### src/design/qgp_consts.svh
// constants for the quad phy strap and management block
// assumes inclusion by every design file that needs offsets or values
`ifndef QGP_CONSTS_SVH
`define QGP_CONSTS_SVH
// management frame
`define QGP_PRE_LEN 6'd32
`define QGP_HDR_LAST 5'd12
`define QGP_WDAT_LAST 5'd15
`define QGP_RD_TA_LO 5'd1
`define QGP_RD_END 5'd18
`define QGP_OP_RD 2'b10
`define QGP_OP_WR 2'b01
`define QGP_PHY_ADDR_BASE 5'h00
// management register addresses
`define QGP_REG_CTRL 5'h00
`define QGP_REG_STAT 5'h01
`define QGP_REG_ADV 5'h04
`define QGP_REG_GCTL 5'h09
`define QGP_REG_SCTL 5'h10
`define QGP_REG_IEN 5'h12
`define QGP_REG_IST 5'h13
`define QGP_REG_XST 5'h1b
// reset values
`define QGP_CTRL_RST 16'h1140
`define QGP_CTRL_NOAN 16'h0140
`define QGP_STAT_RST 16'h7949
`define QGP_ADV_RST 16'h01e1
`define QGP_ADV_PAUSE 16'h0c00
`define QGP_GCTL_RST 16'h0300
`define QGP_GCTL_MASTER 16'h0700
`define QGP_SCTL_RST 16'h0000
`define QGP_SCTL_XOVER 16'h0060
`define QGP_SCTL_EDET 16'h0300
// field positions
`define QGP_CTRL_AN_BIT 12
`define QGP_STAT_LINK_BIT 2
`define QGP_GCTL_MASTER_BIT 10
`define QGP_SCTL_XOVER_HI 6
`define QGP_SCTL_XOVER_LO 5
`define QGP_SCTL_EDET_HI 9
`define QGP_SCTL_EDET_LO 8
`define QGP_IST_LINK_BIT 0
// strap values
`define QGP_ANEG_ALL_MASTER 4'he
`define QGP_HWCFG_SGMII_NOCLK 4'h4
`endif

### src/design/qgp_phy_mgmt_fix.sv
// spare design unit: holds no logic of its own
// assumes nothing of its surroundings
`timescale 1ns/1ps
`default_nettype none
`default_nettype wire

### src/design/qgp_pkg.sv
// types for the quad phy strap and management block
// assumes nothing beyond the consts header
package qgp_pkg;
    // management frame states, one-hot
    typedef enum logic [4:0] {
        QGP_PRE = 5'h01,
        QGP_HDR = 5'h02,
        QGP_TA = 5'h04,
        QGP_WDAT = 5'h08,
        QGP_RDAT = 5'h10
    } qgp_frm_state_t;
endpackage

### src/design/qgp_mdio_if.sv
// interface between frame decoder and register file
// assumes one clock domain for both ends
`timescale 1ns/1ps
`default_nettype none
interface qgp_mdio_if;
    logic wr_stb;
    logic rd_stb;
    logic [4:0] reg_addr;
    logic [15:0] wr_data;
    logic [15:0] rd_data;
    modport frame (output wr_stb, output rd_stb, output reg_addr,
                   output wr_data, input rd_data);
    modport regs (input wr_stb, input rd_stb, input reg_addr,
                  input wr_data, output rd_data);
endinterface
`default_nettype wire

### src/design/qgp_phy_mgmt.sv
// one phy of the quad: strap capture, management registers, interrupt
// assumes strap pins and mdc/mdio are asynchronous to core_clk_i
// Overview of operation
// - fixed addresses zero to three per port
// - pause strap off clears advert pause bits
// - strap 1110: autoneg, advertise all, master
// - crossover strap zero keeps pairs unswapped
// - clock disable strap stops 125 output
// - config 0100 selects sgmii without clock
// - media disable strap keeps interface off
// - sleep disable strap keeps energy detect off
// - select strap zero means mdio access
// - polarity strap one makes interrupt low
// - one shared active low reset line
// - serial pair per direction to mac
`timescale 1ns/1ps
`default_nettype none
`include "qgp_consts.svh"
module qgp_phy_mgmt
    import qgp_pkg::*;
#(
    parameter logic [1:0] PORT_INDEX = 2'd0
)(
    input wire logic core_clk_i,
    input wire logic nrst_i,
    input wire logic phy_shared_reset_n_i,
    input wire logic pause_enable_strap_i,
    input wire logic [3:0] copper_autoneg_config_i,
    input wire logic crossover_enable_strap_i,
    input wire logic clk125_output_disable_i,
    input wire logic [3:0] hw_config_mode_i,
    input wire logic media_interface_disable_i,
    input wire logic energy_detect_disable_i,
    input wire logic mgmt_interface_select_i,
    input wire logic irq_polarity_strap_i,
    input wire logic phy_mgmt_clock_i,
    input wire logic phy_mgmt_data_i,
    output logic phy_mgmt_data_o,
    output logic phy_mgmt_data_oe_n_o,
    input wire logic link_up_i,
    input wire logic link_event_i,
    output logic phy_irq_n_o,
    output logic clk125_oe_n_o,
    output logic autoneg_enable_o,
    output logic mdix_auto_en_o,
    output logic energy_detect_en_o,
    output logic media_if_en_o,
    output logic sgmii_mode_o,
    output logic sgmii_an_en_o,
    output logic serial_link_en_o
);
    logic rst_n, rst_in_n;
    logic [1:0] rst_sync_ff;
    logic [15:0] strap_in, sync1_ff, sync2_ff, strap_ff, nxt_strap;
    logic [1:0] cap_ff, nxt_cap;
    logic cap;
    logic [2:0] mdc_s_ff;
    logic [1:0] mdio_s_ff;
    logic [15:0] ctrl_ff, nxt_ctrl, adv_ff, nxt_adv, gctl_ff, nxt_gctl;
    logic [15:0] sctl_ff, nxt_sctl, ien_ff, nxt_ien, ist_ff, nxt_ist;
    logic [15:0] rd_ff, nxt_rd;
    logic irq_n_ff, nxt_irq_n;
    logic [6:0] out_ff, nxt_out;
    logic pend;
    qgp_mdio_if bus ();

    // one line resets every port of the quad together
    assign rst_in_n = nrst_i & phy_shared_reset_n_i;

    // reset release passes two flops, assertion stays immediate
    always_ff @(posedge core_clk_i or negedge rst_in_n) begin
        if (!rst_in_n) begin
            rst_sync_ff <= 2'b00;
        end else begin
            rst_sync_ff <= {rst_sync_ff[0], 1'b1};
        end
    end
    assign rst_n = rst_sync_ff[1];

    // ========================================
    // strap and pin synchronisers
    assign strap_in = {1'b0, irq_polarity_strap_i, mgmt_interface_select_i,
                       energy_detect_disable_i, media_interface_disable_i,
                       hw_config_mode_i, clk125_output_disable_i,
                       crossover_enable_strap_i, copper_autoneg_config_i,
                       pause_enable_strap_i};
    always_ff @(posedge core_clk_i or negedge rst_n) begin
        if (!rst_n) begin
            sync1_ff <= 16'h0000;
            sync2_ff <= 16'h0000;
            mdc_s_ff <= 3'h0;
            mdio_s_ff <= 2'h0;
        end else begin
            sync1_ff <= strap_in;
            sync2_ff <= sync1_ff;
            mdc_s_ff <= {mdc_s_ff[1:0], phy_mgmt_clock_i};
            mdio_s_ff <= {mdio_s_ff[0], phy_mgmt_data_i};
        end
    end

    // ========================================
    // strap capture on the third edge after reset release
    assign cap = (cap_ff == 2'd2);
    always_comb begin
        nxt_cap = (cap_ff == 2'd3) ? cap_ff : cap_ff + 2'd1;
        nxt_strap = cap ? sync2_ff : strap_ff;
    end

    // ========================================
    // management register file
    always_comb begin
        nxt_ctrl = ctrl_ff;
        nxt_adv = adv_ff;
        nxt_gctl = gctl_ff;
        nxt_sctl = sctl_ff;
        nxt_ien = ien_ff;
        nxt_ist = ist_ff;
        nxt_rd = rd_ff;
        if (cap) begin
            // strap-derived power-up values
            nxt_adv = sync2_ff[0] ? (`QGP_ADV_RST | `QGP_ADV_PAUSE)
                                  : `QGP_ADV_RST;
            if (sync2_ff[4:1] == `QGP_ANEG_ALL_MASTER) begin
                nxt_ctrl = `QGP_CTRL_RST;
                nxt_gctl = `QGP_GCTL_MASTER;
            end else begin
                nxt_ctrl = `QGP_CTRL_NOAN;
                nxt_gctl = `QGP_GCTL_RST;
            end
            nxt_sctl = (sync2_ff[5] ? `QGP_SCTL_XOVER : `QGP_SCTL_RST)
                | (sync2_ff[12] ? `QGP_SCTL_RST : `QGP_SCTL_EDET);
        end else if (bus.wr_stb) begin
            case (bus.reg_addr)
                `QGP_REG_CTRL: nxt_ctrl = bus.wr_data;
                `QGP_REG_ADV: nxt_adv = bus.wr_data;
                `QGP_REG_GCTL: nxt_gctl = bus.wr_data;
                `QGP_REG_SCTL: nxt_sctl = bus.wr_data;
                `QGP_REG_IEN: nxt_ien = bus.wr_data;
                default: nxt_ien = ien_ff;
            endcase
        end
        if (bus.rd_stb) begin
            case (bus.reg_addr)
                `QGP_REG_CTRL: nxt_rd = ctrl_ff;
                `QGP_REG_STAT: nxt_rd = `QGP_STAT_RST
                    | {13'h0000, link_up_i, 2'b00};
                `QGP_REG_ADV: nxt_rd = adv_ff;
                `QGP_REG_GCTL: nxt_rd = gctl_ff;
                `QGP_REG_SCTL: nxt_rd = sctl_ff;
                `QGP_REG_IEN: nxt_rd = ien_ff;
                `QGP_REG_IST: nxt_rd = ist_ff;
                `QGP_REG_XST: nxt_rd = {strap_ff[11], 11'h000, strap_ff[10:7]};
                default: nxt_rd = 16'h0000;
            endcase
            if (bus.reg_addr == `QGP_REG_IST) begin
                nxt_ist = 16'h0000; // cleared by reading
            end
        end
        if (link_event_i) begin
            nxt_ist[`QGP_IST_LINK_BIT] = 1'b1; // set wins over the clear
        end
    end
    assign bus.rd_data = rd_ff;

    // ========================================
    // interrupt and strap-steered outputs
    always_comb begin
        pend = |(ist_ff & ien_ff);
        // polarity strap one: pending shows as a low level
        nxt_irq_n = strap_ff[14] ? ~pend : pend;
        nxt_out[0] = strap_ff[6]; // 125 clock not driven when set
        nxt_out[1] = ctrl_ff[`QGP_CTRL_AN_BIT];
        nxt_out[2] = |sctl_ff[`QGP_SCTL_XOVER_HI:`QGP_SCTL_XOVER_LO];
        nxt_out[3] = |sctl_ff[`QGP_SCTL_EDET_HI:`QGP_SCTL_EDET_LO];
        nxt_out[4] = ~strap_ff[11];
        // sgmii toward the mac, no forwarded clock
        nxt_out[5] = (strap_ff[10:7] == `QGP_HWCFG_SGMII_NOCLK);
        // one serial pair each way runs only in sgmii mode
        nxt_out[6] = (strap_ff[10:7] == `QGP_HWCFG_SGMII_NOCLK);
        // hold reset levels until straps are captured
        if (cap_ff != 2'd3) begin
            nxt_irq_n = irq_n_ff;
            nxt_out = out_ff;
        end
    end

    // state registers of strap, register and output groups
    always_ff @(posedge core_clk_i or negedge rst_n) begin
        if (!rst_n) begin
            cap_ff <= 2'd0;
            strap_ff <= 16'h0000;
            ctrl_ff <= `QGP_CTRL_RST;
            adv_ff <= `QGP_ADV_RST;
            gctl_ff <= `QGP_GCTL_RST;
            sctl_ff <= `QGP_SCTL_RST;
            ien_ff <= 16'h0000;
            ist_ff <= 16'h0000;
            rd_ff <= 16'h0000;
            irq_n_ff <= 1'b1;
            out_ff <= 7'h01;
        end else begin
            cap_ff <= nxt_cap;
            strap_ff <= nxt_strap;
            ctrl_ff <= nxt_ctrl;
            adv_ff <= nxt_adv;
            gctl_ff <= nxt_gctl;
            sctl_ff <= nxt_sctl;
            ien_ff <= nxt_ien;
            ist_ff <= nxt_ist;
            rd_ff <= nxt_rd;
            irq_n_ff <= nxt_irq_n;
            out_ff <= nxt_out;
        end
    end

    assign phy_irq_n_o = irq_n_ff;
    assign clk125_oe_n_o = out_ff[0];
    assign autoneg_enable_o = out_ff[1];
    assign mdix_auto_en_o = out_ff[2];
    assign energy_detect_en_o = out_ff[3];
    assign media_if_en_o = out_ff[4];
    assign sgmii_mode_o = out_ff[5];
    assign sgmii_an_en_o = out_ff[5] & out_ff[1];
    assign serial_link_en_o = out_ff[6];

    // ========================================
    // frame decoder on the management pins
    qgp_mdio_frame qgp_mdio_frame_inst (
        .core_clk_i (core_clk_i),
        .rst_n_i (rst_n),
        .mdc_rise_i (mdc_s_ff[1] & ~mdc_s_ff[2]),
        .mdc_fall_i (~mdc_s_ff[1] & mdc_s_ff[2]),
        .mdio_bit_i (mdio_s_ff[1]),
        .enable_i (~strap_ff[13]),
        .phy_addr_i (`QGP_PHY_ADDR_BASE + {3'b000, PORT_INDEX}),
        .mdio_o (phy_mgmt_data_o),
        .mdio_oe_n_o (phy_mgmt_data_oe_n_o),
        .bus (bus)
    );
endmodule // qgp_phy_mgmt
`default_nettype wire

### src/design/qgp_mdio_frame.sv
// management frame decoder: preamble, header, turnaround, data
// assumes mdc edges and mdio already synchronised to core_clk_i
`timescale 1ns/1ps
`default_nettype none
`include "qgp_consts.svh"
module qgp_mdio_frame
    import qgp_pkg::*;
(
    input wire logic core_clk_i,
    input wire logic rst_n_i,
    input wire logic mdc_rise_i,
    input wire logic mdc_fall_i,
    input wire logic mdio_bit_i,
    input wire logic enable_i,
    input wire logic [4:0] phy_addr_i,
    output logic mdio_o,
    output logic mdio_oe_n_o,
    qgp_mdio_if.frame bus
);
    qgp_frm_state_t state_ff, nxt_state;
    logic [5:0] ones_ff, nxt_ones;
    logic [4:0] cnt_ff, nxt_cnt;
    logic [15:0] sh_ff, nxt_sh;
    logic [15:0] out_ff, nxt_out;
    logic [4:0] addr_ff, nxt_addr;
    logic mdo_ff, nxt_mdo;
    logic oe_n_ff, nxt_oe_n;
    logic wr_ff, nxt_wr;
    logic rd_ff, nxt_rd;
    logic [12:0] hdr;
    logic hit;

    // ========================================
    // frame sequencing
    always_comb begin
        nxt_state = state_ff;
        nxt_ones = ones_ff;
        nxt_cnt = cnt_ff;
        nxt_sh = sh_ff;
        nxt_out = out_ff;
        nxt_addr = addr_ff;
        nxt_mdo = mdo_ff;
        nxt_oe_n = oe_n_ff;
        nxt_wr = 1'b0;
        nxt_rd = 1'b0;
        hdr = {sh_ff[11:0], mdio_bit_i};
        // start bit, own address, and the serial side selected
        hit = hdr[12] && enable_i && (hdr[9:5] == phy_addr_i);
        case (state_ff)
            QGP_PRE: begin
                if (mdc_rise_i) begin
                    if (mdio_bit_i) begin
                        if (ones_ff != `QGP_PRE_LEN) begin
                            nxt_ones = ones_ff + 6'd1;
                        end
                    end else if (ones_ff == `QGP_PRE_LEN) begin
                        nxt_state = QGP_HDR; // first start bit seen
                        nxt_cnt = 5'd0;
                    end else begin
                        nxt_ones = 6'd0;
                    end
                end
            end
            QGP_HDR: begin
                if (mdc_rise_i) begin
                    nxt_sh = {sh_ff[14:0], mdio_bit_i};
                    nxt_cnt = cnt_ff + 5'd1;
                    if (cnt_ff == `QGP_HDR_LAST) begin
                        nxt_ones = 6'd0;
                        nxt_cnt = 5'd0;
                        nxt_addr = hdr[4:0];
                        if (hit && hdr[11:10] == `QGP_OP_RD) begin
                            nxt_state = QGP_RDAT;
                            nxt_rd = 1'b1;
                        end else if (hit && hdr[11:10] == `QGP_OP_WR) begin
                            nxt_state = QGP_TA;
                        end else begin
                            nxt_state = QGP_PRE; // not ours: stay off the wire
                        end
                    end
                end
            end
            QGP_TA: begin
                if (mdc_rise_i) begin
                    nxt_cnt = cnt_ff + 5'd1;
                    if (cnt_ff == 5'd1) begin
                        nxt_state = QGP_WDAT;
                        nxt_cnt = 5'd0;
                    end
                end
            end
            QGP_WDAT: begin
                if (mdc_rise_i) begin
                    nxt_sh = {sh_ff[14:0], mdio_bit_i};
                    nxt_cnt = cnt_ff + 5'd1;
                    if (cnt_ff == `QGP_WDAT_LAST) begin
                        nxt_wr = 1'b1;
                        nxt_state = QGP_PRE;
                    end
                end
            end
            QGP_RDAT: begin
                if (mdc_fall_i) begin
                    nxt_cnt = cnt_ff + 5'd1;
                    if (cnt_ff == `QGP_RD_TA_LO) begin
                        nxt_oe_n = 1'b0; // second turnaround bit low
                        nxt_mdo = 1'b0;
                        nxt_out = bus.rd_data;
                    end else if (cnt_ff == `QGP_RD_END) begin
                        nxt_oe_n = 1'b1;
                        nxt_state = QGP_PRE;
                    end else if (cnt_ff > `QGP_RD_TA_LO) begin
                        nxt_mdo = out_ff[15];
                        nxt_out = {out_ff[14:0], 1'b0};
                    end
                end
            end
            default: begin
                nxt_state = QGP_PRE;
                nxt_oe_n = 1'b1;
            end
        endcase
    end

    // registers of the frame sequencer
    always_ff @(posedge core_clk_i or negedge rst_n_i) begin
        if (!rst_n_i) begin
            state_ff <= QGP_PRE;
            ones_ff <= 6'd0;
            cnt_ff <= 5'd0;
            sh_ff <= 16'h0000;
            out_ff <= 16'h0000;
            addr_ff <= 5'h00;
            mdo_ff <= 1'b0;
            oe_n_ff <= 1'b1;
            wr_ff <= 1'b0;
            rd_ff <= 1'b0;
        end else begin
            state_ff <= nxt_state;
            ones_ff <= nxt_ones;
            cnt_ff <= nxt_cnt;
            sh_ff <= nxt_sh;
            out_ff <= nxt_out;
            addr_ff <= nxt_addr;
            mdo_ff <= nxt_mdo;
            oe_n_ff <= nxt_oe_n;
            wr_ff <= nxt_wr;
            rd_ff <= nxt_rd;
        end
    end

    assign mdio_o = mdo_ff;
    assign mdio_oe_n_o = oe_n_ff;
    assign bus.wr_stb = wr_ff;
    assign bus.rd_stb = rd_ff;
    assign bus.reg_addr = addr_ff;
    assign bus.wr_data = sh_ff;
endmodule // qgp_mdio_frame
`default_nettype wire

### config.mk
export PLATFORM = sky130hd
export DESIGN_NAME = qgp_phy_mgmt
export DESIGN_NICKNAME = d
export VERILOG_FILES = /design/src/design/qgp_phy_mgmt_fix.sv /design/src/design/qgp_pkg.sv /design/src/design/qgp_mdio_if.sv /design/src/design/qgp_phy_mgmt.sv /design/src/design/qgp_mdio_frame.sv
export VERILOG_INCLUDE_DIRS = /design/src /design/src/design
export SDC_FILE = /design/constraint.sdc
export NUM_CORES = 1
export LEC_CHECK = 0
export BUFFER_PORTS_ARGS = -buffer_cell sky130_fd_sc_hd__buf_2
export CAP_MARGIN = 30
export CORE_ASPECT_RATIO = 1.75
export CORE_MARGIN = 3
export CORE_UTILIZATION = 60
export CTS_CLUSTER_DIAMETER = 150
export DETAILED_ROUTE_END_ITERATION = 8
export PLACE_DENSITY = 0.78
export SETUP_SLACK_MARGIN = 0.5
export SLEW_MARGIN = 15
export SYNTH_ARGS = -nofsm -noshare
export SYNTH_HDL_FRONTEND = slang
export SYNTH_SLANG_ARGS = --single-unit
### constraint.sdc
create_clock -name core_clk_i -period 7.9 [get_ports core_clk_i]
set_clock_uncertainty 0.1 [all_clocks]
set_input_delay 0.79 -clock core_clk_i [delete_from_list [all_inputs] [get_ports core_clk_i]]
set_output_delay 0.79 -clock core_clk_i [all_outputs]
set_load 0.1 [all_outputs]
# Word-level counts from Yosys, hierarchy flattened
# Index checks and enable logic that the tools add are counted.
totals:
  regBits: 215
  in_bits: 22
  out_inout_bits: 11
  elab_cells: 189
op_classes:
  add_sub_neg: 3
  n_lt_le_gt_ge: 1
  n_eq_ne: 41
  mux: 71
  bitwise_logic: 13
  reduce_logical: 34
ops:
  columns: ["cell", "n"]
  rows:
  - ["2-to-1 mux 16 bit", 15]
  - ["one-hot mux 16 bit (8 select lines)", 1]
  - ["2-to-1 mux 5 bit", 22]
  - ["one-hot mux 5 bit (5 select lines)", 2]
  - ["2-to-1 mux 6 bit", 6]
  - ["equality test 5 bit (second input constant)", 6]
  - ["!= test 2 x 1 -> 1 bit (second input constant)", 11]
  - ["equality test 5 x 4 -> 1 bit (second input constant)", 4]
  - ["nonzero test 2 bit", 9]
  - ["2-to-1 mux 1 bit", 17]
  - ["bitwise AND 1 x 16 -> 16 bit", 1]
  - ["OR reduction 16 bit", 1]
  - ["equality test 5 x 1 -> 1 bit (second input constant)", 3]
  - ["2-to-1 mux 13 bit", 1]
  - ["2-to-1 mux 12 bit", 1]
  - ["one-hot mux 6 bit (2 select lines)", 1]
  - ["AND reduction 12 bit", 1]
  - ["AND reduction 2 bit", 6]
  - ["2-to-1 mux 11 bit", 1]
  - ["equality test 5 x 3 -> 1 bit (second input constant)", 2]
  - ["zero test 5 bit", 2]
  - ["2-to-1 mux 10 bit", 1]
  - ["OR 7 x 10 -> 10 bit", 1]
  - ["AND reduction 3 bit", 3]
  - ["other kinds (27)", 45]

# Logic depth before layout (Yosys ltp)
# Gate-level depths: netlist (run 1).
logic_depth:
  ltp_word: 9
  mapped_depth: 8
  ltp_nobuf: 7

# Cells and area by module
# Synthesis (run 1) repeated with hierarchy kept, for this count alone.
unflattened:
  cells_unflattened: 832
  hier_area_um2: 9230.1
by_module_without_submodules:
  columns: ["mod", "n_inst", "cells_per_inst", "area_per_inst_um2", "seq_area_each_um2"]
  rows:
  - ["qgp_phy_mgmt", 1, 559, 6288.5, 3793.6]
  - ["qgp_mdio_frame", 1, 273, 2941.6, 1428.9]

# Least setup slack after synthesis (run 1)
# No wires, ideal clock.
synth_path:
  path_kind: "flip-flop to output port"
  from: "register out_ff[5]"
  to: "output port sgmii_an_en_o"
  arrival_time_ns: 1.790
  setup_slack_ns: 5.220
  stages_incl_launch_ff: 2
  path_buffers: 0
  cell_sequence: "dfrtp_1 > and2_1"
synth_via:
  elab_chain_cells: 1
synth_rtl:
  columns: ["item", "line", "source"]
  rows:
  - ["from (decl)", "qgp_phy_mgmt.sv:63", "logic [6:0] out_ff, nxt_out;"]
  - ["from (signal assigned)", "qgp_phy_mgmt.sv:212", "out_ff <= nxt_out;"]
  - ["bitwise AND 1 bit", "qgp_phy_mgmt.sv:223", "assign sgmii_an_en_o = out_ff[5] & out_ff[1];"]
  - ["to (decl)", "qgp_phy_mgmt.sv:49", "output logic sgmii_an_en_o,"]
# No other way between the ends.

# Final worst setup path (run 1)
layout_path:
  from: "register cap_ff[0]"
  to: "register ien_ff[2]"
layout_via:
  elab_chain_cells: 3
layout_rtl:
  columns: ["item", "line", "source"]
  rows:
  - ["from (decl)", "qgp_phy_mgmt.sv:55", "logic [1:0] cap_ff, nxt_cap;"]
  - ["from (signal assigned)", "qgp_phy_mgmt.sv:202", "cap_ff <= nxt_cap;"]
  - ["equality test 2 bit", "qgp_phy_mgmt.sv:103", "assign cap = (cap_ff == 2'd2);"]
  - ["inverter 1 bit (no source line)", null, null]
  - ["AND reduction 3 bit (no source line)", null, null]
  - ["to (signal assigned)", "qgp_phy_mgmt.sv:208", "ien_ff <= nxt_ien;"]
  - ["to (decl)", "qgp_phy_mgmt.sv:60", "logic [15:0] sctl_ff, nxt_sctl, ien_ff, nxt_ien, ist_ff, nxt_ist;"]
# No other way between the ends.
# A chain may end at the register's enable or synchronous reset.

==> results.rst, run 1 <==
.. list-table::
   :header-rows: 1

   * - Metric
     - Value
   * - Transition time at the pin with the least slew margin
     - 1.11 ns
   * - Internal power summed over all cells
     - 1.69 mW
   * - Post-layout nets
     - 882
   * - Critical path launch point type
     - flip-flop
   * - Outcome
     - completed
   * - Master of the slowest instance on the critical path
     - sky130_fd_sc_hd__clkinv_1
   * - Arrival time at the worst endpoint
     - 3.54 ns
   * - DRC violations left
     - 0
   * - Drt first-iter violations
     - 708
   * - Aggregate global routing overflow
     - 0
   * - Final Core Density
     - 68.1%
   * - Die Area
     - 0.0165 mm2
   * - Power density relative to cell area
     - 215 mW/mm2
   * - Total via count after detailed routing
     - 6548
   * - I/O pin count
     - 33
   * - Number of buffers added to fix hold violations after cts
     - 0
   * - Drt pass-1 iters
     - 8
   * - Final hold viol count
     - 0
   * - Layout cell share with drive strength beyond 1
     - 15.9%
   * - Maximum number of pins on one net before global-route repair
     - 207
   * - Share of flip-flops with an asynchronous set or reset
     - 100%
   * - CTS tree
     - yes
   * - Critical path launch point
     - cap_ff[0]
   * - Area growth, synth to finish
     - 10.1%
   * - Placer's final routability congestion estimate
     - 0.914
   * - Reg-to-reg critical path startpoint
     - cap_ff[0]
   * - HPWL reported at the end of detailed placement
     - 13.6 mm
   * - Synth Net Count
     - 873
   * - Maximum fanout along the worst path
     - 62
   * - EDFF count, synth
     - 0
   * - Flip-flop cell with the highest count after synthesis
     - sky130_fd_sc_hd__dfrtp_1
   * - Resize count post-CTS
     - 0
   * - Via count of the first global-routing pass
     - 6719
   * - Static Leakage
     - 4.38 nW
   * - Average instance area after synthesis
     - 10.7 um2
   * - Combined global-route utilization of all metal layers
     - 25.8%
   * - Yosys warning count
     - 0
   * - Avg WL per Cell
     - 20.1 um
   * - Max-slew headroom at the worst pin
     - 26.3%
   * - Number of cells produced by synthesis
     - 842
   * - Number of library cell types mapped by synthesis
     - 64
   * - Reg clk slew, reported paths
     - 0.07 ns
   * - Number of maximum-capacitance violations
     - 0
   * - Unrepaired setup endpoints after global routing
     - no
   * - Sequential-to-total area share from yosys stat
     - 58.2%
   * - Final Max Tran Viols
     - 0
   * - Global-route wire length before repair
     - 34.3 mm
   * - Clock period minus worst slack
     - 3.26 ns
   * - Core area
     - 0.0145 mm2
   * - Type of the worst setup path
     - reg2reg
   * - Summed negative setup slack over all endpoints
     - 0 ns
   * - Die height
     - 168 um
   * - Root buffer cell
     - sky130_fd_sc_hd__clkbuf_16
   * - Fraction of the cycle the final worst path needs
     - 41.3%
   * - Cell breakdown of the critical path
     - inv_1, ha_2, buf_4, clkinv_1, nand3_2, mux2_2
   * - PortBufs
     - 32
   * - Combinational Power Share
     - 2.7%
   * - Sink count of the clock tree
     - 208
   * - Clock group share of total power
     - 45.9%
   * - Required time reported for the critical path endpoint
     - 8.18 ns
   * - Buffer count from post-CTS setup fixing
     - 0
   * - H-tree depth
     - 1
   * - Maximum buffer depth of the clock tree
     - 3
   * - Net switching fraction of the power
     - 20.6%
   * - Die boundary width
     - 98.5 um
   * - Number of inserted diodes
     - 0
   * - Summed instance area of the synthesized netlist
     - 0.00898 mm2
   * - Antenna-violating nets left
     - 0
   * - Initial standard-cell utilization of the core
     - 61.9%
   * - Final setup violating endpoints
     - 0
   * - Power share of the sequential group
     - 51.4%
   * - Clock network latency to the later pin of the worst-skew pair
     - 0.49 ns
   * - Number of vias per cell
     - 6.28
   * - Fmax
     - 306 MHz
   * - Flip-flop and latch count after synthesis
     - 208
   * - Total Routed Length
     - 21.0 mm
   * - Net switching component of the power
     - 0.438 mW
   * - Category of the worst setup path capture point
     - flip-flop
   * - Maximum single-stage delay on the critical path
     - 0.75 ns
   * - Cell row count
     - 58
   * - Initial antenna violation count
     - 0
   * - Hold WC Path Type
     - in2async
   * - Total CTS buffers
     - 19
   * - Worst ir drop on vdd
     - 0.192 mV
-- layout make-up --
class,count,area [um2]
inverter,27,101
sequential,208,5230
timing repair buffer,40,244
clock inverter,7,135
clock buffer,26,522
tap,180,225
multi-input combinational,555,3430
fill,1077,4630
-- cells in the mapped netlist, types with 9 or more instances --
cell type / instances / area (um2)
sky130_fd_sc_hd__nand3_1: 22 / 110
sky130_fd_sc_hd__nand2b_1: 14 / 87.6
sky130_fd_sc_hd__and3_1: 19 / 119
sky130_fd_sc_hd__nand2_1: 166 / 623
sky130_fd_sc_hd__nor2_1: 24 / 90.1
sky130_fd_sc_hd__nor3_1: 11 / 55.1
sky130_fd_sc_hd__mux2i_1: 17 / 170
sky130_fd_sc_hd__a21oi_1: 60 / 300
sky130_fd_sc_hd__inv_1: 26 / 97.6
sky130_fd_sc_hd__clkbuf_1: 29 / 109
sky130_fd_sc_hd__o21ai_0: 29 / 145
sky130_fd_sc_hd__buf_2: 20 / 100
sky130_fd_sc_hd__ha_1: 9 / 113
sky130_fd_sc_hd__o22ai_1: 19 / 119
sky130_fd_sc_hd__a22oi_1: 10 / 75.1
sky130_fd_sc_hd__mux2_1: 12 / 135
sky130_fd_sc_hd__dfstp_2: 14 / 368
sky130_fd_sc_hd__mux2_2: 40 / 450
sky130_fd_sc_hd__dfrtp_1: 194 / 4850
-- cells by family (layout without fill, tap and decap cells) --
family	count (synthesis)	in the layout	share of synthesized area [%]
buf+inv	79	100	3.71
xor+xnor	5	5	0.488
fa+ha+maj	9	9	1.25
mux	69	69	8.42
simple gates	297	297	15.6
flops	208	208	58.2
compound gates	174	174	12.3
other cells	1	1	0.0418
-- per-layer routing --
layer | track usage (%) | vias up | share of wire (%)
li1 | - | 2959 | -
met1 | 30.2 | 3230 | 36
met2 | 46.7 | 274 | 53
met3 | 3.03 | 85 | 5.9
met4 | 12.0 | 0 | 4.9
met5 | 0 | - | 0
-- through the flow --
stage	worst slack [ns]	power (mW)	std cells	area (um2)	hold WS, ns
after global routing	4.50	2.19	1043	9880	0.0804
after CTS	4.69	2.14	1041	9860	0.0802
after global placement	4.78	1.17	1007	9190	0.233
final	4.64	2.13	1043	9880	0.0823
after floorplan	1.60	1.15	842	8980	0.231
after detailed placement	4.73	1.17	1008	9200	0.235
-- power by group through the flow --
stage          registers, mW  logic [mW]  clock network (mW)
2_1_floorplan           1.14      0.0160                   0
3_5_place_dp            1.11      0.0595                   0
3_3_place_gp            1.11      0.0570                   0
5_1_grt                 1.09      0.0645                1.03
6_report                1.09      0.0583               0.976
4_1_cts                 1.09      0.0598               0.988
-- final timing paths --
kind	depth (start not counted)	to	slack (ns)
setup / recovery	6	ien_ff[2]	4.64
hold / removal	2	rst_sync_ff[1]	0.08
setup reg to reg	6	ien_ff[2]	4.64
hold reg to reg	0	sync2_ff[6]	0.25
max in group asynchronous	1	adv_ff[10]	6.47
min in group core_clk_i	0	sync2_ff[6]	0.25
-- critical path: cells and delay by family (launching register included) --
kind                       cells  cell delay (ns)
buffers and inverters          3             1.37
and+or+nand+nor                1             0.69
DFF                            1             0.41
muxes                          1             0.40
adders and majority gates      1             0.16
-- flip-flops by register name, indices dropped and copies added (netlist names), 2 cells and up --
name                              count
adv_ff                               16
bus.rd_data                          16
ctrl_ff                              16
gctl_ff                              16
ien_ff                               16
qgp_mdio_frame_inst.bus.wr_data      16
qgp_mdio_frame_inst.out_ff           16
sctl_ff                              16
sync1_ff                             15
sync2_ff                             15
strap_ff                              8
out_ff                                6
qgp_mdio_frame_inst.ones_ff           6
qgp_mdio_frame_inst.bus.reg_addr      5
qgp_mdio_frame_inst.cnt_ff            5
qgp_mdio_frame_inst.state_ff          5
mdc_s_ff                              3
cap_ff                                2
mdio_s_ff                             2
rst_sync_ff                           2
-- cells in the final DEF (no fill, tap or decap), types with 5 or more instances in the layout --
| master | instances |
|---|---|
| sky130_fd_sc_hd__nand2_1 | 166 |
| sky130_fd_sc_hd__buf_4 | 5 |
| sky130_fd_sc_hd__a21oi_1 | 60 |
| sky130_fd_sc_hd__dfstp_2 | 14 |
| sky130_fd_sc_hd__and2_1 | 8 |
| sky130_fd_sc_hd__a31oi_1 | 7 |
| sky130_fd_sc_hd__clkbuf_1 | 5 |
| sky130_fd_sc_hd__buf_2 | 32 |
| sky130_fd_sc_hd__inv_1 | 26 |
| sky130_fd_sc_hd__and3_1 | 19 |
| sky130_fd_sc_hd__ha_1 | 8 |
| sky130_fd_sc_hd__mux2_1 | 12 |
| sky130_fd_sc_hd__nor3_1 | 11 |
| sky130_fd_sc_hd__mux2i_1 | 17 |
| sky130_fd_sc_hd__a222oi_1 | 8 |
| sky130_fd_sc_hd__a22oi_1 | 10 |
| sky130_fd_sc_hd__clkbuf_16 | 19 |
| sky130_fd_sc_hd__a221oi_1 | 6 |
| sky130_fd_sc_hd__o21ai_0 | 29 |
| sky130_fd_sc_hd__nor2_1 | 24 |
| sky130_fd_sc_hd__dfrtp_1 | 193 |
| sky130_fd_sc_hd__o22ai_1 | 19 |
| sky130_fd_sc_hd__nand2b_1 | 14 |
| sky130_fd_sc_hd__o21ai_1 | 6 |
| sky130_fd_sc_hd__nor2b_1 | 8 |
| sky130_fd_sc_hd__nand3_1 | 22 |
| sky130_fd_sc_hd__mux2_2 | 40 |
Note: power is estimated with default switching activity, not from simulation.
==> run 2, diff against run 1 <==
--- a/config.mk
+++ b/config.mk
@@ -10,10 +10,10 @@
 export CAP_MARGIN = 30
 export CORE_ASPECT_RATIO = 1.75
 export CORE_MARGIN = 3
-export CORE_UTILIZATION = 60
+export CORE_UTILIZATION = 56
 export CTS_CLUSTER_DIAMETER = 150
 export DETAILED_ROUTE_END_ITERATION = 8
-export PLACE_DENSITY = 0.78
+export PLACE_DENSITY = 0.76
 export SETUP_SLACK_MARGIN = 0.5
 export SLEW_MARGIN = 15
 export SYNTH_ARGS = -nofsm -noshare
==> constraint.sdc (replaced) <==
create_clock -name core_clk_i -period 2.85 [get_ports core_clk_i]
set_clock_uncertainty 0.1 [all_clocks]
set_input_delay 0.285 -clock core_clk_i [delete_from_list [all_inputs] [get_ports core_clk_i]]
set_output_delay 0.285 -clock core_clk_i [all_outputs]
set_load 0.1 [all_outputs]
==> run 2 against run 1 <==
Clock power grew to 2.5 times the previous value. Die area is 6.8% higher. Global-route usage is 1.5 points lower. Clock-buffer cell count stayed put. Register-to-register slack worse by 4.0 ns. Final area is 3.4% higher. Flip-flop and latch count stayed put. Wire length hardly changed. Utilization is 2.3 points lower. Cell count is 4.0% higher.
==> results.rst, run 2 (synthesis gave the netlist of run 1 again) <==
.. list-table::
   :header-rows: 1

   * - Metric
     - Value
   * - Number of maximum-capacitance violations
     - 0 (unchanged)
   * - Maximum buffer depth of the clock tree
     - 3 (unchanged)
   * - H-tree depth
     - 1 (unchanged)
   * - Multi-input logic area
     - 0.00350 mm2 (+2.0%)
   * - Initial antenna violation count
     - 0 (unchanged)
   * - Post-route cell area
     - 0.0102 mm2 (+3.4%)
   * - Maximum number of pins on one net before global-route repair
     - 73 (-65%)
   * - Total Routed Length
     - 21.0 mm (about the same)
   * - Cell breakdown of the critical path
     - inv_1, ha_1, nor4b_2, or4b_4, and3_1, a2111o_1, o21ai_0
   * - Maximum fanout along the worst path
     - 5 (-92%)
   * - Max-slew headroom at the worst pin
     - 45.6% (+19 points)
   * - Combined global-route utilization of all metal layers
     - 24.3% (-1.5 points)
   * - Fmax
     - 445 MHz (+45%)
   * - # fillers
     - 1147 (+6.5%)
   * - Arrival time at the worst endpoint
     - 2.55 ns (-0.99 ns)
   * - Static Leakage
     - 4.52 nW (+3.3%)
   * - Type of the worst setup path
     - reg2reg
   * - Power density relative to cell area
     - 554 mW/mm2 (+160%)
   * - CP delay by family, top
     - simple AND/OR/NAND/NOR gates
   * - Fin Hold WS
     - 0.128 ns (+0.0453 ns)
   * - Maximum single-stage delay on the critical path
     - 0.54 ns (-0.21 ns)
   * - Commonest non-fill, non-tap cell in the layout
     - sky130_fd_sc_hd__dfrtp_1
   * - Instance count after placement with tap cells included
     - 1031 (+2.3%)
   * - Clock network latency to the later pin of the worst-skew pair
     - 0.48 ns (about the same)
   * - Number of vias per cell
     - 6.06 (-3.5%)
   * - Via count of the first global-routing pass
     - 6790 (+1.1%)
   * - HPWL reported at the end of detailed placement
     - 14.2 mm (+4.3%)
   * - PortBufs
     - 32 (unchanged)
   * - Sink count of the clock tree
     - 208 (unchanged)
   * - Drt pass-1 iters
     - 8 (unchanged)
   * - Power after layout
     - 5.67 mW (+170%)
   * - Total CTS buffers
     - 19 (unchanged)
   * - Layout cell share with drive strength beyond 1
     - 17.8% (+1.9 points)
   * - Unrepaired setup endpoints after global routing
     - yes
   * - Clock period minus worst slack
     - 2.25 ns (-1.02 ns)
   * - Area growth, synth to finish
     - 13.8%
   * - Post-layout nets
     - 918 (+4.1%)
   * - Transition time at the pin with the least slew margin
     - 0.809 ns (-0.297 ns)
   * - Most frequent cells in the layout
     - 193 x sky130_fd_sc_hd__dfrtp_1, 165 x sky130_fd_sc_hd__nand2_1, 60 x sky130_fd_sc_hd__a21oi_1
   * - Category of the worst setup path capture point
     - flip-flop
   * - Master of the slowest instance on the critical path
     - sky130_fd_sc_hd__or4b_4
   * - Final hold viol count
     - 0 (unchanged)
   * - Fraction of the cycle the final worst path needs
     - 78.8% (+38 points)
   * - Final Max Tran Viols
     - 0 (unchanged)
   * - Avg WL per Cell
     - 19.3 um (-3.8%)
   * - Total via count after detailed routing
     - 6573 (+0.38%)
   * - Summed negative setup slack over all endpoints
     - 0 ns (unchanged)
   * - Placer's final routability congestion estimate
     - 0.894 (-2.2%)
   * - Register Area
     - 0.00523 mm2 (unchanged)
   * - Die Area
     - 0.0176 mm2 (+6.8%)
   * - Final Non-Filler Cells
     - 1085 (+4.0%)
   * - Drt first-iter violations
     - 579 (-18%)
   * - Antenna-violating nets left
     - 0 (unchanged)
   * - Die boundary width
     - 102 um (+3.3%)
   * - Worst ir drop on vdd
     - 0.494 mV (+160%)
   * - Final setup violating endpoints
     - 0 (unchanged)
   * - Critical path launch point type
     - flip-flop
   * - Aggregate global routing overflow
     - 0 (unchanged)
   * - Core area
     - 0.0155 mm2 (+7.1%)
   * - Global-route wire length before repair
     - 34.0 mm (-1.0%)
   * - Die height
     - 173 um (+3.4%)
   * - Flop2flop setup slack
     - 0.60 ns (-4.03 ns)
   * - CTS tree
     - yes
   * - Cell row count
     - 60 (+3.4%)
   * - Placed instance area
     - 0.00935 mm2 (+1.6%)
   * - Hold WC Path Type
     - in2async
   * - DRC violations left
     - 0 (unchanged)
   * - Crit path buffers/inverters
     - 1 (-2)
   * - Required time reported for the critical path endpoint
     - 3.15 ns (-5.03 ns)
   * - Outcome
     - completed
   * - Root buffer cell
     - sky130_fd_sc_hd__clkbuf_16
   * - Initial standard-cell utilization of the core
     - 57.8% (-4.1 points)
   * - Number of inserted diodes
     - 0 (unchanged)
   * - I/O pin count
     - 33 (unchanged)
   * - Reg clk slew, reported paths
     - 0.06 ns (about the same)
==> run 2: cell count changes in the layout (fill, tap and decap cells not counted), moves of 2 or more <==
| cell | change |
|---|---|
| sky130_fd_sc_hd__buf_4 | +17 |
| sky130_fd_sc_hd__bufinv_16 | -3 |
| sky130_fd_sc_hd__clkinv_2 | +2 |
| sky130_fd_sc_hd__dlygate4sd3_1 | +20 |
==> run 2: cell type report <==
cell class | count | area share [%]
Sequential cell | 208 | 51.1
Multi-Input combinational cell | 555 | 34.2
Timing Repair Buffer | 76 | 5.53
Clock buffer | 26 | 5.20
Tap cell | 186 | 2.28
Inverter | 27 | 0.992
Clock inverter | 7 | 0.612
==> run 2: timing repair <==
item                       CTS  global route
resized for setup            2             9
setup buffers                0             1
hold endpoints to repair    20             0
hold buffers                20             0
setup endpoints to repair   17            73
==> run 2: worst register-to-register path, cell delays in order, from the launching register on <==
cell	delay, ns
sky130_fd_sc_hd__dfrtp_1	0.43
sky130_fd_sc_hd__inv_1	0.10
sky130_fd_sc_hd__ha_1	0.21
sky130_fd_sc_hd__nor4b_2	0.17
sky130_fd_sc_hd__or4b_4	0.54
sky130_fd_sc_hd__and3_1	0.21
sky130_fd_sc_hd__a2111o_1	0.34
sky130_fd_sc_hd__o21ai_0	0.08
==> run 2: path summary, 6_finish.rpt <==
| check | start | end | depth (start not counted) |
|---|---|---|---|
| max in group asynchronous | rst_sync_ff[1] | phy_irq_n_o | 1 |
| worst min-delay path | nrst_i | rst_sync_ff[1] | 3 |
| min in group core_clk_i | sync1_ff[12] | sync2_ff[12] | 0 |
| worst max register to register | qgp_mdio_frame_inst.cnt_ff[1] | qgp_mdio_frame_inst.cnt_ff[0] | 7 |
| worst max-delay path | qgp_mdio_frame_inst.cnt_ff[1] | qgp_mdio_frame_inst.cnt_ff[0] | 7 |
| worst min register to register | rst_sync_ff[1] | ien_ff[10] | 0 |
==> run 2: per-stage QoR <==
step / util, % / setup WS [ns]
finish: 65.8 / 0.603
global route: 65.8 / 0.451
CTS: 65.3 / 0.508
detailed placement: 60.2 / 0.435
global placement: 60.2 / 0.509
floorplan: - / 0.641
==> run 2: power breakdown <==
group	internal [mW]	switching [mW]	total, mW
sequential	3.00	0.0416	3.04
combinational	0.0610	0.116	0.177
clock	1.40	1.05	2.44
total	4.46	1.20	5.67
==> run 2: metal layers <==
| metal | track usage, % | vias to the layer above | wire, um |
|---|---|---|---|
| li1 | - | 3011 | - |
| met1 | 28.4 | 3269 | 7700 |
| met5 | 0 | - | 0 |
| met4 | 9.48 | 0 | 721 |
| met2 | 43.9 | 239 | 11500 |
| met3 | 3.18 | 54 | 1070 |
==> run 3, diff against run 2 <==
--- a/config.mk
+++ b/config.mk
@@ -10,10 +10,10 @@
 export CAP_MARGIN = 30
 export CORE_ASPECT_RATIO = 1.75
 export CORE_MARGIN = 3
-export CORE_UTILIZATION = 56
+export CORE_UTILIZATION = 60
 export CTS_CLUSTER_DIAMETER = 150
 export DETAILED_ROUTE_END_ITERATION = 8
-export PLACE_DENSITY = 0.76
+export PLACE_DENSITY = 0.78
 export SETUP_SLACK_MARGIN = 0.5
 export SLEW_MARGIN = 15
 export SYNTH_ARGS = -nofsm -noshare
==> constraint.sdc (replaced) <==
create_clock -name core_clk_i -period 2.07 [get_ports core_clk_i]
set_clock_uncertainty 0.1 [all_clocks]
set_input_delay 0.207 -clock core_clk_i [delete_from_list [all_inputs] [get_ports core_clk_i]]
set_output_delay 0.207 -clock core_clk_i [all_outputs]
set_load 0.1 [all_outputs]
==> run 3 against run 2 <==
The flow now stops in global routing (5_1_grt). Synthesized area stayed put. Synthesized cell count unchanged.
==> results.rst, run 3 <==
.. list-table::
   :header-rows: 1

   * - Metric
     - Value
   * - Outcome
     - stopped before the end
   * - Stop stage
     - global routing (5_1_grt)
   * - First error in the log
     - [ERROR GRT-0232] Routing congestion too high. Check the congestion heatmap in the GUI.
   * - Number of library cell types mapped by synthesis
     - 64 (unchanged)
   * - Root buffer cell
     - sky130_fd_sc_hd__clkbuf_16
   * - PortBufs
     - 32 (unchanged)
   * - Yosys warning count
     - 0 (unchanged)
   * - Placer's final routability congestion estimate
     - 0.916 (+2.5%)
   * - Portion of synthesized cell area occupied by the leading cell type
     - 54.1% (unchanged)
   * - Flip-flop cell with the highest count after synthesis
     - sky130_fd_sc_hd__dfrtp_1
   * - Worst slack at placement
     - -0.100 ns (-0.536 ns)
   * - Sink count of the clock tree
     - 208 (unchanged)
   * - EDFF count, synth
     - 0 (unchanged)
   * - Synth Net Count
     - 873 (unchanged)
   * - Die boundary width
     - 98.5 um (-3.2%)
   * - Post-synth top cells
     - 194 x sky130_fd_sc_hd__dfrtp_1, 166 x sky130_fd_sc_hd__nand2_1, 60 x sky130_fd_sc_hd__a21oi_1
   * - Top area cells in the synthesized netlist
     - sky130_fd_sc_hd__dfrtp_1 54%, sky130_fd_sc_hd__nand2_1 6.9%, sky130_fd_sc_hd__mux2_2 5.0%
   * - Share of flip-flops with an asynchronous set or reset
     - 100% (unchanged)
   * - I/O pin count
     - 33 (unchanged)
   * - Placed instance area
     - 0.00993 mm2 (+6.2%)
   * - Library cell occupying the most area in the post-synthesis netlist
     - sky130_fd_sc_hd__dfrtp_1
   * - Flip-flop and latch count after synthesis
     - 208 (unchanged)
   * - Maximum number of pins on one net before global-route repair
     - 52
   * - Average instance area after synthesis
     - 10.7 um2 (unchanged)
   * - Endpoint with the least setup slack after the last repair
     - qgp_mdio_frame_inst.state_ff[2]$_DFFE_PN0P_/D
   * - Cell row count
     - 58 (-3.3%)
   * - Maximum buffer depth of the clock tree
     - 3 (unchanged)
   * - Aggregate global routing overflow
     - 8
   * - Total CTS buffers
     - 20 (+1)
   * - H-tree depth
     - 1 (unchanged)
   * - Kind of endpoint with the least setup slack
     - register data pin
   * - Summed instance area of the synthesized netlist
     - 0.00898 mm2 (unchanged)
   * - Number of cells produced by synthesis
     - 842 (unchanged)
   * - Die height
     - 168 um (-3.3%)
   * - Sequential-to-total area share from yosys stat
     - 58.2% (unchanged)
   * - Combined global-route utilization of all metal layers
     - 62.5%
   * - HPWL reported at the end of detailed placement
     - 15.5 mm (+9.2%)
   * - Initial standard-cell utilization of the core
     - 61.9% (+4.1 points)
   * - Leading cell type by number of instances after synthesis
     - sky130_fd_sc_hd__dfrtp_1
-- run 3: cell counts after synthesis --
No cell type changed its count.
-- run 3: per-stage QoR --
| stage | instances | TNS [ns] |
|---|---|---|
| after floorplan | 842 | -26.70 |
| after global placement | 1067 | 0 |
| after detailed placement | 1067 | -0.197 |
| after CTS | 1174 | -0.0209 |
-- run 3: repair_timing --
item                       in CTS
pin swaps                      99
hold endpoints to repair       20
gates cloned                   14
hold buffers                   20
setup buffers                  37
gates resized for setup       261
setup endpoints to repair     170
-- run 3: routing by layer --
metal	overflow	track usage, %
met1	0	64.4
met2	4	86.7
met3	0	34.2
met4	4	61.5
met5	0	4.31
-- run 3: cells by family after synthesis --
| group | count (synthesis) | synth area share (%) |
|---|---|---|
| xor+xnor | 5 | 0.488 |
| flops | 208 | 58.2 |
| mux | 69 | 8.42 |
| fa+ha+maj | 9 | 1.25 |
| buf+inv | 79 | 3.71 |
| other cells | 1 | 0.0418 |
| simple gates | 297 | 15.6 |
| compound gates | 174 | 12.3 |
==> run 4, diff against run 3 <==
--- a/config.mk
+++ b/config.mk
@@ -8,13 +8,10 @@
 export LEC_CHECK = 0
 export BUFFER_PORTS_ARGS = -buffer_cell sky130_fd_sc_hd__buf_2
 export CAP_MARGIN = 30
-export CORE_ASPECT_RATIO = 1.75
 export CORE_MARGIN = 3
-export CORE_UTILIZATION = 60
-export CTS_CLUSTER_DIAMETER = 150
+export CORE_UTILIZATION = 40
 export DETAILED_ROUTE_END_ITERATION = 8
-export PLACE_DENSITY = 0.78
-export SETUP_SLACK_MARGIN = 0.5
+export PLACE_DENSITY_LB_ADDON = 0.15
 export SLEW_MARGIN = 15
 export SYNTH_ARGS = -nofsm -noshare
 export SYNTH_HDL_FRONTEND = slang
==> run 4 against run 3 <==
The flow now finishes, with violations (setup timing).
==> results.rst, run 4 (synthesis gave the netlist of run 1 again) <==
.. list-table::
   :header-rows: 1

   * - Metric
     - Value
   * - Global-route wire length before repair
     - 36.8 mm
   * - Type of the worst setup path
     - reg2reg
   * - Cell row count
     - 54 (-6.9%)
   * - Number of maximum-capacitance violations
     - 0
   * - Via count of the first global-routing pass
     - 6486
   * - Unrepaired setup endpoints after global routing
     - yes
   * - # fillers
     - 1961
   * - Maximum number of pins on one net before global-route repair
     - 77
   * - Drt first-iter violations
     - 565
   * - Static Leakage
     - 4.96 nW
   * - Initial standard-cell utilization of the core
     - 40.9% (-21 points)
   * - Required time reported for the critical path endpoint
     - 2.39 ns
   * - Category of the worst setup path capture point
     - flip-flop
   * - Total via count after detailed routing
     - 6624
   * - Die Area
     - 0.0243 mm2
   * - Outcome
     - complete, but fails checks
   * - Violated checks
     - setup timing
   * - Number of inserted diodes
     - 0
   * - Initial antenna violation count
     - 0
   * - Slack of the critical path
     - -0.0216 ns
   * - Power after layout
     - 8.49 mW
   * - Placer's final routability congestion estimate
     - 0.825 (-10%)
   * - Fmax
     - 478 MHz
   * - Fraction of the cycle the final worst path needs
     - 101%
   * - CTS tree
     - yes
   * - Final setup violating endpoints
     - 1
   * - Antenna-violating nets left
     - 0
   * - Maximum buffer depth of the clock tree
     - 3 (unchanged)
   * - Total CTS buffers
     - 23 (+15%)
   * - Master of the slowest instance on the critical path
     - sky130_fd_sc_hd__or4b_4
   * - Commonest non-fill, non-tap cell in the layout
     - sky130_fd_sc_hd__dfrtp_1
   * - Post-layout nets
     - 985
   * - DRC violations left
     - 0
   * - Arrival time at the worst endpoint
     - 2.42 ns
   * - PortBufs
     - 32 (unchanged)
   * - Aggregate global routing overflow
     - 0
   * - Worst ir drop on vdd
     - 0.598 mV
   * - Root buffer cell
     - sky130_fd_sc_hd__clkbuf_16
   * - Final hold viol count
     - 0
   * - Fin Hold WS
     - 0.0330 ns
   * - Die height
     - 156 um (-7.2%)
   * - Avg WL per Cell
     - 18.1 um
   * - H-tree depth
     - 1 (unchanged)
   * - Maximum single-stage delay on the critical path
     - 0.53 ns
   * - Clock period minus worst slack
     - 2.09 ns
   * - I/O pin count
     - 33 (unchanged)
   * - Cell breakdown of the critical path
     - buf_6, ha_4, nor4b_4, or4b_4, and3_4, a2111o_1, o21ai_1
   * - Area growth, synth to finish
     - 23.9%
   * - Max-slew headroom at the worst pin
     - 61.9%
   * - Layout cell share with drive strength beyond 1
     - 25.3%
   * - Maximum fanout along the worst path
     - 4
   * - Core area
     - 0.0220 mm2
   * - HPWL reported at the end of detailed placement
     - 15.0 mm (-3.5%)
   * - Hold WC Path Type
     - in2async
   * - Critical path launch point type
     - flip-flop
   * - Final Max Tran Viols
     - 0
   * - Transition time at the pin with the least slew margin
     - 0.572 ns
   * - Drt pass-1 iters
     - 5
   * - Sink count of the clock tree
     - 208 (unchanged)
   * - Number of vias per cell
     - 5.30
   * - Most frequent cells in the layout
     - 190 x sky130_fd_sc_hd__dfrtp_1, 165 x sky130_fd_sc_hd__nand2_1, 75 x sky130_fd_sc_hd__buf_4
   * - Total Routed Length
     - 22.6 mm
   * - Combined global-route utilization of all metal layers
     - 19.0%
   * - Power density relative to cell area
     - 763 mW/mm2
   * - Reg clk slew, reported paths
     - 0.06 ns
   * - Die boundary width
     - 156 um (+58%)
   * - Clock network latency to the later pin of the worst-skew pair
     - 0.50 ns
-- run 4: worst max-delay path: cells and delay by family, from the launching register on --
kind                     cells  cell delay (ns)
buffers and inverters        1             0.14
AND/OR/NAND/NOR              3             0.85
flip-flops                   1             0.43
adder cells (fa/ha/maj)      1             0.15
AO/OA/AOI/OAI                2             0.35
-- run 4: timing repair --
action / CTS / global route
gates resized for setup: 2 / 26
hold endpoints to repair: 20 / 0
pin swaps: 1 / 6
setup buffers: 0 / 8
hold buffers: 20 / 0
setup endpoints to repair: 2 / 37
-- run 4: power by group --
group	internal [mW]	switching (mW)	leakage, nW
Clock	2.44	1.59	0.366
Sequential	4.14	0.0407	2.69
Combinational	0.103	0.180	1.91
Total	6.68	1.81	4.96
-- run 4: cell type report --
class / instances / area, um2 / area share (%)
clock buffers: 35 / 661 / 5.94
clock inverters: 6 / 80.1 / 0.720
inverters: 27 / 101 / 0.911
multi-input cells: 555 / 3570 / 32.1
flip-flops and latches: 208 / 5230 / 47.0
well taps: 280 / 350 / 3.15
repair buffers: 139 / 1130 / 10.1
-- run 4: final timing paths --
kind,startpoint,endpoint,slack [ns],cells past startpoint
setup / recovery,qgp_mdio_frame_inst.cnt_ff[0],qgp_mdio_frame_inst.cnt_ff[0],-0.02,7
hold / removal,nrst_i,rst_sync_ff[1],0.03,3
setup reg to reg,qgp_mdio_frame_inst.cnt_ff[0],qgp_mdio_frame_inst.cnt_ff[0],-0.02,7
hold reg to reg,rst_sync_ff[1],ctrl_ff[5],0.13,0
max in group asynchronous,rst_sync_ff[1],qgp_mdio_frame_inst.mdio_oe_n_o,1.00,1
min in group core_clk_i,sync1_ff[13],sync2_ff[13],0.25,0
-- run 4: stage by stage --
stage | instances | TNS, ns | cell area [um2] | util (%) | worst slack, ns
after floorplan | 842 | -26.67 | 9020 | - | -0.139
after detailed placement | 1181 | -0.188 | 10000 | 45.5 | -0.0938
after CTS | 1242 | 0 | 11000 | 49.9 | 0.0131
after global routing | 1250 | -0.504 | 11100 | 50.7 | -0.0751
after global placement | 1181 | 0 | 10000 | 45.5 | 0.0102
final | 1250 | -0.0216 | 11100 | 50.7 | -0.0216
-- run 4: metal layers --
| layer | vias to the layer above | wire [um] | track usage, % |
|---|---|---|---|
| li1 | 3180 | - | - |
| met1 | 3276 | 11000 | 29.7 |
| met2 | 139 | 10200 | 28.4 |
| met3 | 29 | 984 | 2.47 |
| met4 | 0 | 347 | 4.25 |
| met5 | - | 0 | 0 |
